--- src/olsc_pkg.sv ---
/*
 * Package for the open-loop speed curve block: register indices, field
 * positions, reset values, timing counts and the packed carriers.
 * Assumes a 250 MHz core clock and a classic Wishbone register bus.
 */
package olsc_pkg;

	// ************************************************************
	// Register indices (byte address is four times the index)
	// ************************************************************
	localparam logic [5:0] IDX_NO_STOP_BIT_STOP  = 6'h02; // No-stop bit and stop field
	localparam logic [5:0] IDX_START        = 6'h03; // Start threshold
	localparam logic [5:0] IDX_INFLECT      = 6'h04; // Inflection duty
	localparam logic [5:0] IDX_MAX          = 6'h05; // Max threshold
	localparam logic [5:0] IDX_MIN_OUT      = 6'h06; // Minimum output level
	localparam logic [5:0] IDX_HYST         = 6'h07; // Max threshold hysteresis
	localparam logic [5:0] IDX_SLOPE1_LO    = 6'h08; // Slope one low byte
	localparam logic [5:0] IDX_SLOPE1_HI    = 6'h09; // Slope one high bits and modes
	localparam logic [5:0] IDX_SLOPE2_LO    = 6'h0a; // Slope two low byte
	localparam logic [5:0] IDX_SLOPE2_HI    = 6'h0b; // Slope two high bits, loop mode
	localparam logic [5:0] IDX_FALL_LIMIT   = 6'h12; // Speed fall limit select
	localparam logic [5:0] IDX_STATUS       = 6'h20; // Live curve state
	localparam logic [5:0] IDX_CMD_STATUS   = 6'h21; // Live command and applied speed

	// ************************************************************
	// Field positions
	// ************************************************************
	localparam int NO_STOP_BIT_BIT     = 7;  // No-stop bit in its register
	localparam int PASS_BIT       = 1;  // Above-max pass-through
	localparam int FSOFF_BIT      = 0;  // Full speed at command off
	localparam int LOOP_BIT       = 0;  // Loop mode select
	localparam int FALL_SEL_LSB   = 5;  // Fall limit select low bit
	localparam int SLOPE_HI_LSB   = 2;  // Slope high bits start here

	// ************************************************************
	// Reset values
	// ************************************************************
	localparam logic [7:0] CFG_RESET = 8'h00; // Every setting clears at reset

	// ************************************************************
	// Duty scale and output PWM timing
	// ************************************************************
	localparam logic [9:0]  DUTY_FULL      = 10'h200; // 100 % on a 1/512 scale
	localparam logic [9:0]  MAX_OFFSET     = 10'h101; // Max threshold offset, 257
	localparam int          CLK_HZ         = 250000000;
	localparam int          PWM_FREQ_HZ    = 23400;   // Output PWM rate
	localparam int          PWM_STEPS      = 512;     // 9-bit output resolution
	localparam int          PWM_STEP_CYC   = CLK_HZ / (PWM_FREQ_HZ * PWM_STEPS);

	// ************************************************************
	// Fall limit table, rpm per update
	// ************************************************************
	localparam logic [13:0] FALL_LIM_1 = 14'h0200; // 512
	localparam logic [13:0] FALL_LIM_2 = 14'h0898; // 2200
	localparam logic [13:0] FALL_LIM_3 = 14'h0ed8; // 3800
	localparam logic [13:0] FALL_LIM_4 = 14'h1518; // 5400
	localparam logic [13:0] FALL_LIM_5 = 14'h1b58; // 7000
	localparam logic [13:0] FALL_LIM_6 = 14'h2198; // 8600
	localparam logic [13:0] FALL_LIM_7 = 14'h2800; // 10240

	// ************************************************************
	// Carriers
	// ************************************************************
	typedef struct packed {
		logic        cyc;
		logic        stb;
		logic        we;
		logic [7:0]  adr;
		logic [3:0]  sel;
		logic [31:0] dat;
	} olsc_wb_req_type;

	typedef struct packed {
		logic        no_stop_bit;
		logic [6:0]  stop_threshold;
		logic [7:0]  start_threshold;
		logic [7:0]  inflection_duty;
		logic [7:0]  max_threshold;
		logic [7:0]  min_output_level;
		logic [3:0]  max_threshold_hysteresis;
		logic [13:0] slope_one;
		logic        above_max_passthrough;
		logic        full_speed_at_off;
		logic [13:0] slope_two;
		logic        loop_mode_select;
		logic [2:0]  speed_fall_limit_sel;
	} olsc_cfg_type;

endpackage

--- src/olsc_top.sv ---
/*
 * Open-loop speed curve: maps a speed command duty onto an output PWM
 * duty, drives the output PWM, and limits how fast a target rotation
 * count may fall. Registers are reached over classic Wishbone.
 * Assumes the command arrives already quantised on a 1/512 scale and
 * that every input is synchronous to core_clk_i.
 */
// Local design decision: the Wishbone slave port.
`timescale 1ns/1ps

module olsc_top #(
	parameter int CMD_W   = 9,  // Command resolution in bits
	parameter int SPEED_W = 14  // Rotation count width
) (
	input  wire logic                        core_clk_i,
	input  wire logic                        rst_i,
	input  wire olsc_pkg::olsc_wb_req_type   wb_req_i,
	output logic                             wb_ack_o,
	output logic [31:0]                      wb_dat_o,
	input  wire logic [CMD_W:0]              speed_command_i,
	input  wire logic                        target_valid_i,
	input  wire logic [SPEED_W-1:0]          target_speed_i,
	output logic [SPEED_W-1:0]               applied_speed_o,
	output logic [9:0]                       out_duty_o,
	output logic                             pwm_o,
	output logic                             open_loop_active_o
);

	// ************************************************************
	// Declarations
	// ************************************************************
	olsc_pkg::olsc_cfg_type cfg_reg;              // All settings
	logic                   ack_reg;              // Bus answer pulse
	logic [31:0]            rdata_reg;            // Read data
	logic                   pass_reg;             // Pass-through engaged
	logic                   run_reg;              // Motor above start once
	logic [9:0]             cmd;                  // Saturated command
	logic [9:0]             start_d;              // Decoded start threshold
	logic [9:0]             stop_d;               // Decoded stop threshold
	logic [9:0]             max_d;                // Decoded max threshold
	logic [9:0]             hys_low;              // Pass-through release point
	logic [9:0]             max_out;              // Curve value at max threshold
	logic [9:0]             min_out;              // Minimum output duty
	logic [9:0]             duty_next;            // Curve result
	logic [9:0]             duty_reg;             // Applied output duty
	logic [9:0]             pwm_duty_reg;         // Duty latched per period
	logic [8:0]             pwm_cnt_reg;          // Output PWM position
	logic [15:0]            pwm_pre_reg;          // Step prescaler
	logic [SPEED_W-1:0]     speed_reg;            // Applied rotation count
	logic                   wr_en;                // Write commit
	logic [5:0]             idx;                  // Register index

	// ************************************************************
	// Functions
	// ************************************************************

	// Piecewise linear curve above the start threshold, saturated
	// Each segment product is scaled down on its own, so the two
	// truncations can cost one step at most against a single division.
	// Products are 24 bits wide: a 14-bit gain times a 10-bit span.
	function automatic logic [9:0] curve(input logic [9:0] c, input olsc_pkg::olsc_cfg_type k);
		logic [9:0]  st;
		logic [9:0]  chg;
		logic [23:0] p1;
		logic [23:0] p2;
		logic [16:0] sum;
		st  = {2'b00, k.start_threshold};
		chg = {1'b0, k.inflection_duty, 1'b0};
		p1  = 24'h000000;
		p2  = 24'h000000;
		if (c > st) begin
			if ((chg != 10'h000) && (c > chg) && (chg > st)) begin
				p1 = k.slope_one * (chg - st);
				p2 = k.slope_two * (c - chg);
			end else begin
				p1 = k.slope_one * (c - st);
			end
		end
		sum = {9'h000, k.min_output_level} + {3'b000, p1[23:10]} + {3'b000, p2[23:10]};
		if (sum > {7'h00, olsc_pkg::DUTY_FULL}) begin
			curve = olsc_pkg::DUTY_FULL;
		end else begin
			curve = sum[9:0];
		end
	endfunction

	// Fall limit lookup; zero code means no limit
	// The all-ones default lets any drop through in one update,
	// which is what the zero code asks for.
	function automatic logic [SPEED_W-1:0] fall_limit(input logic [2:0] sel);
		unique case (sel)
			3'h1:    fall_limit = SPEED_W'(olsc_pkg::FALL_LIM_1);
			3'h2:    fall_limit = SPEED_W'(olsc_pkg::FALL_LIM_2);
			3'h3:    fall_limit = SPEED_W'(olsc_pkg::FALL_LIM_3);
			3'h4:    fall_limit = SPEED_W'(olsc_pkg::FALL_LIM_4);
			3'h5:    fall_limit = SPEED_W'(olsc_pkg::FALL_LIM_5);
			3'h6:    fall_limit = SPEED_W'(olsc_pkg::FALL_LIM_6);
			3'h7:    fall_limit = SPEED_W'(olsc_pkg::FALL_LIM_7);
			default: fall_limit = '1;
		endcase
	endfunction

	// ************************************************************
	// Wishbone slave
	// ************************************************************
	assign idx   = wb_req_i.adr[7:2];
	// Writes land on the edge where the master samples ack
	// Upper byte lanes carry nothing, so only lane 0 gates a write.
	// A held strobe is answered every other cycle, never twice in a row.
	assign wr_en = ack_reg & wb_req_i.cyc & wb_req_i.stb & wb_req_i.we & wb_req_i.sel[0];

	// Ack one cycle after the strobe, dropped the cycle after
	always_ff @(posedge core_clk_i or posedge rst_i) begin
		if (rst_i) begin
			ack_reg <= 1'b0;
		end else begin
			ack_reg <= wb_req_i.cyc & wb_req_i.stb & ~ack_reg;
		end
	end

	// Read mux; unmapped indices read as zero and still answer
	// Data is captured when a request is taken and holds until the next
	// one, so the master may sample it on the ack edge without a race.
	always_ff @(posedge core_clk_i or posedge rst_i) begin
		if (rst_i) begin
			rdata_reg <= 32'h00000000;
		end else if (wb_req_i.cyc & wb_req_i.stb & ~ack_reg) begin
			unique case (idx)
				olsc_pkg::IDX_NO_STOP_BIT_STOP: rdata_reg <= {24'h000000, cfg_reg.no_stop_bit,
					cfg_reg.stop_threshold};
				olsc_pkg::IDX_START:      rdata_reg <= {24'h000000, cfg_reg.start_threshold};
				olsc_pkg::IDX_INFLECT:    rdata_reg <= {24'h000000, cfg_reg.inflection_duty};
				olsc_pkg::IDX_MAX:        rdata_reg <= {24'h000000, cfg_reg.max_threshold};
				olsc_pkg::IDX_MIN_OUT:    rdata_reg <= {24'h000000, cfg_reg.min_output_level};
				olsc_pkg::IDX_HYST:       rdata_reg <= {28'h0000000,
					cfg_reg.max_threshold_hysteresis};
				olsc_pkg::IDX_SLOPE1_LO:  rdata_reg <= {24'h000000, cfg_reg.slope_one[7:0]};
				olsc_pkg::IDX_SLOPE1_HI:  rdata_reg <= {24'h000000, cfg_reg.slope_one[13:8],
					cfg_reg.above_max_passthrough, cfg_reg.full_speed_at_off};
				olsc_pkg::IDX_SLOPE2_LO:  rdata_reg <= {24'h000000, cfg_reg.slope_two[7:0]};
				olsc_pkg::IDX_SLOPE2_HI:  rdata_reg <= {24'h000000, cfg_reg.slope_two[13:8],
					1'b0, cfg_reg.loop_mode_select};
				olsc_pkg::IDX_FALL_LIMIT: rdata_reg <= {24'h000000,
					cfg_reg.speed_fall_limit_sel, 5'h00};
				// Live state: duty, pass-through, run and loop flags
				olsc_pkg::IDX_STATUS:     rdata_reg <= {19'h00000, open_loop_active_o,
					run_reg, pass_reg, duty_reg};
				olsc_pkg::IDX_CMD_STATUS: rdata_reg <= {2'b00, speed_reg, 6'h00, cmd};
				default:                  rdata_reg <= 32'h00000000;
			endcase
		end
	end

	assign wb_ack_o = ack_reg;
	assign wb_dat_o = rdata_reg;

	// ************************************************************
	// Configuration registers
	// ************************************************************

	// Byte lane 0 only; the upper lanes hold nothing
	// Every field clears at reset: the block wakes in closed-loop mode
	// with the curve forced to zero until software enables it.
	always_ff @(posedge core_clk_i or posedge rst_i) begin
		if (rst_i) begin
			cfg_reg <= '0;
		end else if (wr_en) begin
			unique case (idx)
				olsc_pkg::IDX_NO_STOP_BIT_STOP: begin
					cfg_reg.no_stop_bit    <= wb_req_i.dat[olsc_pkg::NO_STOP_BIT_BIT];
					cfg_reg.stop_threshold <= wb_req_i.dat[6:0];
				end
				olsc_pkg::IDX_START:     cfg_reg.start_threshold  <= wb_req_i.dat[7:0];
				olsc_pkg::IDX_INFLECT:   cfg_reg.inflection_duty  <= wb_req_i.dat[7:0];
				olsc_pkg::IDX_MAX:       cfg_reg.max_threshold    <= wb_req_i.dat[7:0];
				olsc_pkg::IDX_MIN_OUT:   cfg_reg.min_output_level <= wb_req_i.dat[7:0];
				olsc_pkg::IDX_HYST:      cfg_reg.max_threshold_hysteresis <= wb_req_i.dat[3:0];
				olsc_pkg::IDX_SLOPE1_LO: cfg_reg.slope_one[7:0]   <= wb_req_i.dat[7:0];
				olsc_pkg::IDX_SLOPE1_HI: begin
					cfg_reg.slope_one[13:8]       <= wb_req_i.dat[7:olsc_pkg::SLOPE_HI_LSB];
					cfg_reg.above_max_passthrough <= wb_req_i.dat[olsc_pkg::PASS_BIT];
					cfg_reg.full_speed_at_off     <= wb_req_i.dat[olsc_pkg::FSOFF_BIT];
				end
				olsc_pkg::IDX_SLOPE2_LO: cfg_reg.slope_two[7:0]   <= wb_req_i.dat[7:0];
				olsc_pkg::IDX_SLOPE2_HI: begin
					cfg_reg.slope_two[13:8]  <= wb_req_i.dat[7:olsc_pkg::SLOPE_HI_LSB];
					cfg_reg.loop_mode_select <= wb_req_i.dat[olsc_pkg::LOOP_BIT];
				end
				olsc_pkg::IDX_FALL_LIMIT:
					cfg_reg.speed_fall_limit_sel <= wb_req_i.dat[7:olsc_pkg::FALL_SEL_LSB];
				default: begin
				end
			endcase
		end
	end

	// ************************************************************
	// Threshold decode
	// ************************************************************

	// Command above full scale is clipped so the curve sees 0..512
	// Quantisation of analog or pulse-width commands happens upstream;
	// this block only sees the finished 1/512 value.
	assign cmd     = (10'(speed_command_i) > olsc_pkg::DUTY_FULL) ?
		olsc_pkg::DUTY_FULL : 10'(speed_command_i);
	assign start_d = {2'b00, cfg_reg.start_threshold};
	assign stop_d  = {2'b00, cfg_reg.stop_threshold, 1'b0};
	assign max_d   = {2'b00, cfg_reg.max_threshold} + olsc_pkg::MAX_OFFSET;
	// Release point sits (hys + 1) * 2 steps below max threshold
	assign hys_low = max_d - {4'h0, cfg_reg.max_threshold_hysteresis + 5'h01, 1'b0};
	assign min_out = {2'b00, cfg_reg.min_output_level};
	assign max_out = curve(max_d, cfg_reg);

	// ************************************************************
	// Curve state: pass-through and run memory
	// ************************************************************

	// Pass-through engages at max threshold, releases below the band
	// Without the band a command dithering on the threshold would make
	// the output jump between the curve end and the raw command.
	always_ff @(posedge core_clk_i or posedge rst_i) begin
		if (rst_i) begin
			pass_reg <= 1'b0;
		end else if (!cfg_reg.above_max_passthrough) begin
			pass_reg <= 1'b0;
		end else if (cmd >= max_d) begin
			pass_reg <= 1'b1;
		end else if (cmd < hys_low) begin
			pass_reg <= 1'b0;
		end
	end

	// Remembers a rising command crossed start; low band depends on it
	// This is what tells a falling command from a rising one inside the
	// stop-to-start band, where the two directions give different output while the no-stop bit is clear.
	always_ff @(posedge core_clk_i or posedge rst_i) begin
		if (rst_i) begin
			run_reg <= 1'b0;
		end else if (cmd > start_d) begin
			run_reg <= 1'b1;
		end else if (cmd <= stop_d) begin
			run_reg <= 1'b0;
		end
	end

	// ************************************************************
	// Output duty selection
	// ************************************************************

	// Low-command cases first, then pass-through, then the curve
	// Pass-through lags the command by one cycle through its flag, so the
	// first cycle above max threshold still shows the curve end.
	always_comb begin
		duty_next = 10'h000;
		if (!cfg_reg.loop_mode_select) begin
			duty_next = 10'h000;
		end else if (cmd == 10'h000) begin
			if (cfg_reg.full_speed_at_off) begin
				duty_next = cfg_reg.above_max_passthrough ? olsc_pkg::DUTY_FULL : max_out;
			end else begin
				duty_next = cfg_reg.no_stop_bit ? min_out : 10'h000;
			end
		end else if (cmd <= stop_d) begin
			if (!cfg_reg.no_stop_bit) begin
				duty_next = 10'h000;
			end else if (cfg_reg.full_speed_at_off) begin
				duty_next = cfg_reg.above_max_passthrough ? olsc_pkg::DUTY_FULL : max_out;
			end else begin
				duty_next = min_out;
			end
		end else if (cmd <= start_d) begin
			// Zero while rising from stop, minimum once the motor ran
			duty_next = (cfg_reg.no_stop_bit || run_reg) ? min_out : 10'h000;
		end else if (pass_reg) begin
			duty_next = cmd;
		end else if (cmd >= max_d) begin
			duty_next = max_out;
		end else begin
			duty_next = curve(cmd, cfg_reg);
		end
	end

	// Registered result drives the PWM and the status view
	always_ff @(posedge core_clk_i or posedge rst_i) begin
		if (rst_i) begin
			duty_reg <= 10'h000;
		end else begin
			duty_reg <= duty_next;
		end
	end

	assign out_duty_o         = duty_reg;
	assign open_loop_active_o = cfg_reg.loop_mode_select;

	// ************************************************************
	// Output PWM
	// ************************************************************

	// Prescaled 9-bit counter; a slower step would trade rate for bits
	// The step count is rounded down, so the period runs slightly
	// faster than the nominal rate rather than slower.
	always_ff @(posedge core_clk_i or posedge rst_i) begin
		if (rst_i) begin
			pwm_pre_reg  <= 16'h0000;
			pwm_cnt_reg  <= 9'h000;
			pwm_duty_reg <= 10'h000;
		end else if (pwm_pre_reg == 16'(olsc_pkg::PWM_STEP_CYC - 1)) begin
			pwm_pre_reg <= 16'h0000;
			pwm_cnt_reg <= pwm_cnt_reg + 9'h001;
			// Duty taken only at period start so a pulse is never cut short
			if (pwm_cnt_reg == 9'h1ff) begin
				pwm_duty_reg <= duty_reg;
			end
		end else begin
			pwm_pre_reg <= pwm_pre_reg + 16'h0001;
		end
	end

	// Full scale keeps the output high for the whole period
	// Zero duty keeps it low; no runt pulse appears at the wrap.
	always_ff @(posedge core_clk_i or posedge rst_i) begin
		if (rst_i) begin
			pwm_o <= 1'b0;
		end else begin
			pwm_o <= {1'b0, pwm_cnt_reg} < pwm_duty_reg;
		end
	end

	// ************************************************************
	// Rotation count fall limiter
	// ************************************************************

	// Rises follow at once; falls are clipped per update so the motor keeps turning
	// The limit applies per target update, not per unit of time, so the
	// fall rate follows how often the upstream loop presents targets.
	always_ff @(posedge core_clk_i or posedge rst_i) begin
		if (rst_i) begin
			speed_reg <= '0;
		end else if (target_valid_i) begin
			if ((target_speed_i >= speed_reg) || (cfg_reg.speed_fall_limit_sel == 3'h0)) begin
				speed_reg <= target_speed_i;
			end else if ((speed_reg - target_speed_i) >
				fall_limit(cfg_reg.speed_fall_limit_sel)) begin
				speed_reg <= speed_reg - fall_limit(cfg_reg.speed_fall_limit_sel);
			end else begin
				speed_reg <= target_speed_i;
			end
		end
	end

	assign applied_speed_o = speed_reg;

endmodule

--- config.mk ---
export PLATFORM = sky130hd
export DESIGN_NAME = olsc_top
export DESIGN_NICKNAME = d
export VERILOG_FILES = /design/src/olsc_pkg.sv /design/src/olsc_top.sv
export SDC_FILE = /design/constraint.sdc
export NUM_CORES = 2
export LEC_CHECK = 0
export BUFFER_PORTS_ARGS = -buffer_cell sky130_fd_sc_hd__buf_2
export CORE_ASPECT_RATIO = 0.9
export CORE_UTILIZATION = 64
export CTS_BUF_LIST = sky130_fd_sc_hd__clkbuf_16
export CTS_CLUSTER_DIAMETER = 40
export CTS_CLUSTER_SIZE = 28
export DETAILED_ROUTE_END_ITERATION = 10
export PLACE_DENSITY = 0.91
export SLEW_MARGIN = 40
export SYNTH_ARGS = -nofsm -noshare
export SYNTH_HDL_FRONTEND = slang
export SYNTH_SLANG_ARGS = --single-unit
export TNS_END_PERCENT = 100
--- constraint.sdc ---
create_clock -name core_clk_i -period 11.35 [get_ports core_clk_i]
set_input_delay 0 -clock core_clk_i [delete_from_list [all_inputs] [get_ports core_clk_i]]
set_output_delay 0 -clock core_clk_i [all_outputs]
set_load 0.02 [all_outputs]
==> flow_summary.json <==
{
  "status": "finished clean",
  "grt_pass1_wl_mm": 173.7,
  "crit_start": "cfg_reg[48]",
  "seqCellArea_sq_mm": 0.004212,
  "post_cts_buffers": 0,
  "hpwl_mm": 85.27,
  "grt_pass1_vias": 32810,
  "r2r_slack_ns": 0.22,
  "p_per_area_mw_per_mm2": 45.41,
  "worstMarginPinSlew_ns": 0.9408,
  "syn_area_per_cell_sq_um": 8.934,
  "rows": 84,
  "relSlewSlack_pct": 37.07,
  "die-area_sq_mm": 0.05990,
  "fin_util_pct": 69.22,
  "grt_max_degree": 71,
  "p_leak_nw": 20.81,
  "hold_depth": 5,
  "avgRoutedWirePerCell_um": 21.17,
  "end_kind": "register",
  "slowest_stage": "fa_1",
  "drtPass1Iterations": 9,
  "drc_errors": 0,
  "syn_inst": 4221,
  "grt_util_met3_pct": 9.321,
  "fin_hold_ws_ns": 0.005662,
  "initial_core_util_pct": 64.65,
  "pin_count": 133,
  "cts.htree.levels": 4,
  "max_stage_delay_ns": 0.54,
  "drive_above_1_share_pct": 9.923,
  "ir_drop_uv": 116.0,
  "syn2layout_area_growth_pct": 7.071,
  "netlist_top_cells_area": "fa_1 29%, ha_1 16%, dfrtp_1 11%",
  "synth-edff-count": 0,
  "die_h_um": 232.3,
  "cp.required_ns": 11.72,
  "core_area_sq_mm": 0.05833,
  "portBuffers": 98,
  "num_vias": 31280,
  "yosys.cell_types.count": 82,
  "cts_buffer_depth": 2,
  "drtIter0Drc": 3106,
  "reg2reg_depth": 41,
  "clock-sinks": 168,
  "min_period_ns": 11.13,
  "startpoint_type": "register",
  "die_w_um": 257.9,
  "finalHoldViolCount": 0,
  "cp.arrival_ns": 11.50,
  "synth_flop_cell": "dfrtp_1",
  "viasPerCell": 6.141,
  "synth.largest_area_cell": "fa_1",
  "wirelength_mm": 107.8,
  "gr-usage-met1_pct": 47.31,
  "max_freq_mhz": 89.83,
  "synth_top_cell_area_share_pct": 28.88,
  "ant_nets": 0,
  "antenna_found_initial": 7,
  "drv_slew": 0,
  "finalNetCount": 5407,
  "final_common_cell": "inv_1",
  "drv_cap": 0,
  "fin_setup_tns_ns": 0,
  "synth_seq_area_share_pct": 11.15,
  "overflow": 0,
  "rsz0062_at_grt": "no",
  "path_common_cell": "fa_1",
  "min_path_type": "in -> reg",
  "cp_max_fo": 13,
  "finalCritPeriodShare_pct": 98.08,
  "hp-start": "target_speed_i[1]",
  "worstSetupPathType": "reg -> reg",
  "grt_usage_pct": 37.14,
  "fillCellCount": 4132,
  "ys_ff_latch": 168,
  "cts_tree": "done",
  "reg2reg_from": "cfg_reg[48]",
  "setup_viol": 0,
  "largest_reg_flops": 77,
  "final_cell_mix": "739 x inv_1, 544 x fa_1, 487 x ha_1",
  "numCtsBuffers": 17,
  "clock_latency_ns": 0.47,
  "multi_input_area_sq_mm": 0.03022,
  "path_clk_slew_ns": 0.08,
  "gp_congestion": 1.063,
  "grt_util_met2_pct": 59.80,
  "yosysWarnings": 0,
  "root_buffer": "clkbuf_16",
  "synth-async-reset-ratio_pct": 100.0,
  "clock_skew_ns": 0.02044,
  "synth_area_sq_mm": 0.03771,
  "grt_busiest_layer": "met2"
}
power by group:
| part | total, W | internal (W) | switching [W] | leakage (nW) |
|---|---|---|---|---|
| sequential | 0.000627 | 0.000609 | 0.0000182 | 2.26 |
| combinational | 0.000543 | 0.000194 | 0.000349 | 18.2 |
| clock | 0.000664 | 0.000374 | 0.000290 | 0.312 |
final timing paths:
path / end
setup reg to reg: out_duty_o[5]
hold reg to reg: pwm_pre_reg[15]
min in group asynchronous: applied_speed_o[2]
setup / recovery: out_duty_o[5]
max in group asynchronous: cfg_reg[29]
hold / removal: applied_speed_o[1]
cells in the mapped netlist, drive strengths merged, types with 94 or more instances:
| cell type | instances |
|---|---|
| nor2b | 103 |
| nand2 | 409 |
| ha | 489 |
| clkbuf | 154 |
| inv | 740 |
| fa | 544 |
| a21oi | 124 |
| xnor2 | 130 |
| nor2 | 186 |
| and2 | 286 |
| dfrtp | 168 |
| mux2 | 94 |
stage by stage:
stage	total power (W)	area (sq um)	worst slack, ns	instances
floorplan	0.0009704	37720	1.151	4225
global placement	0.001129	39340	0.4754	5033
detailed placement	0.001148	39380	0.1756	5033
CTS	0.001808	40240	0.1082	5087
global route	0.001901	40370	0.0003562	5092
finish	0.001834	40380	0.2184	5093
layer usage:
metal  part of all wire [%]  vias up
li1                       -    13650
met1                     38    15420
met2                     46     1808
met3                     11      404
met4                    4.9        2
met5                 0.0093        -
logic make-up after synthesis:
family / synth area share, %
AO/OA/AOI/OAI: 9.403
XOR/XNOR: 4.343
adder cells (fa/ha/maj): 45.24
buffers and inverters: 9.158
flip-flops: 11.15
multiplexers: 3.497
other: 0.009944
AND/OR/NAND/NOR: 17.20
layout make-up:
| cell class | count | area share (%) |
|---|---|---|
| timing repair buffer | 229 | 3.805 |
| antenna | 6 | 0.03719 |
| tap | 774 | 2.399 |
| sequential | 168 | 10.43 |
| clock buffer | 17 | 1.054 |
| multi-input combinational | 3144 | 74.85 |
| inverter | 740 | 6.892 |
| clock inverter | 15 | 0.5330 |
critical path, delay by kind of cell, from the launching register on:
family                     cells  cell delay, ns
muxes                          2            0.32
DFF                            1            0.48
and+or+nand+nor               14            2.98
adders and majority gates      9            4.07
AOI/OAI and AO/OA              8            1.89
buffers and inverters          5            0.69
xor gates and xnor gates       3            0.59
timing repair:
item	CTS	global route
hold buffers	22	0
endpoints found under the setup margin	0	10
resized for setup	0	26
hold endpoints to repair	49	0
No activity file was read; power rests on OpenSTA's default activity.
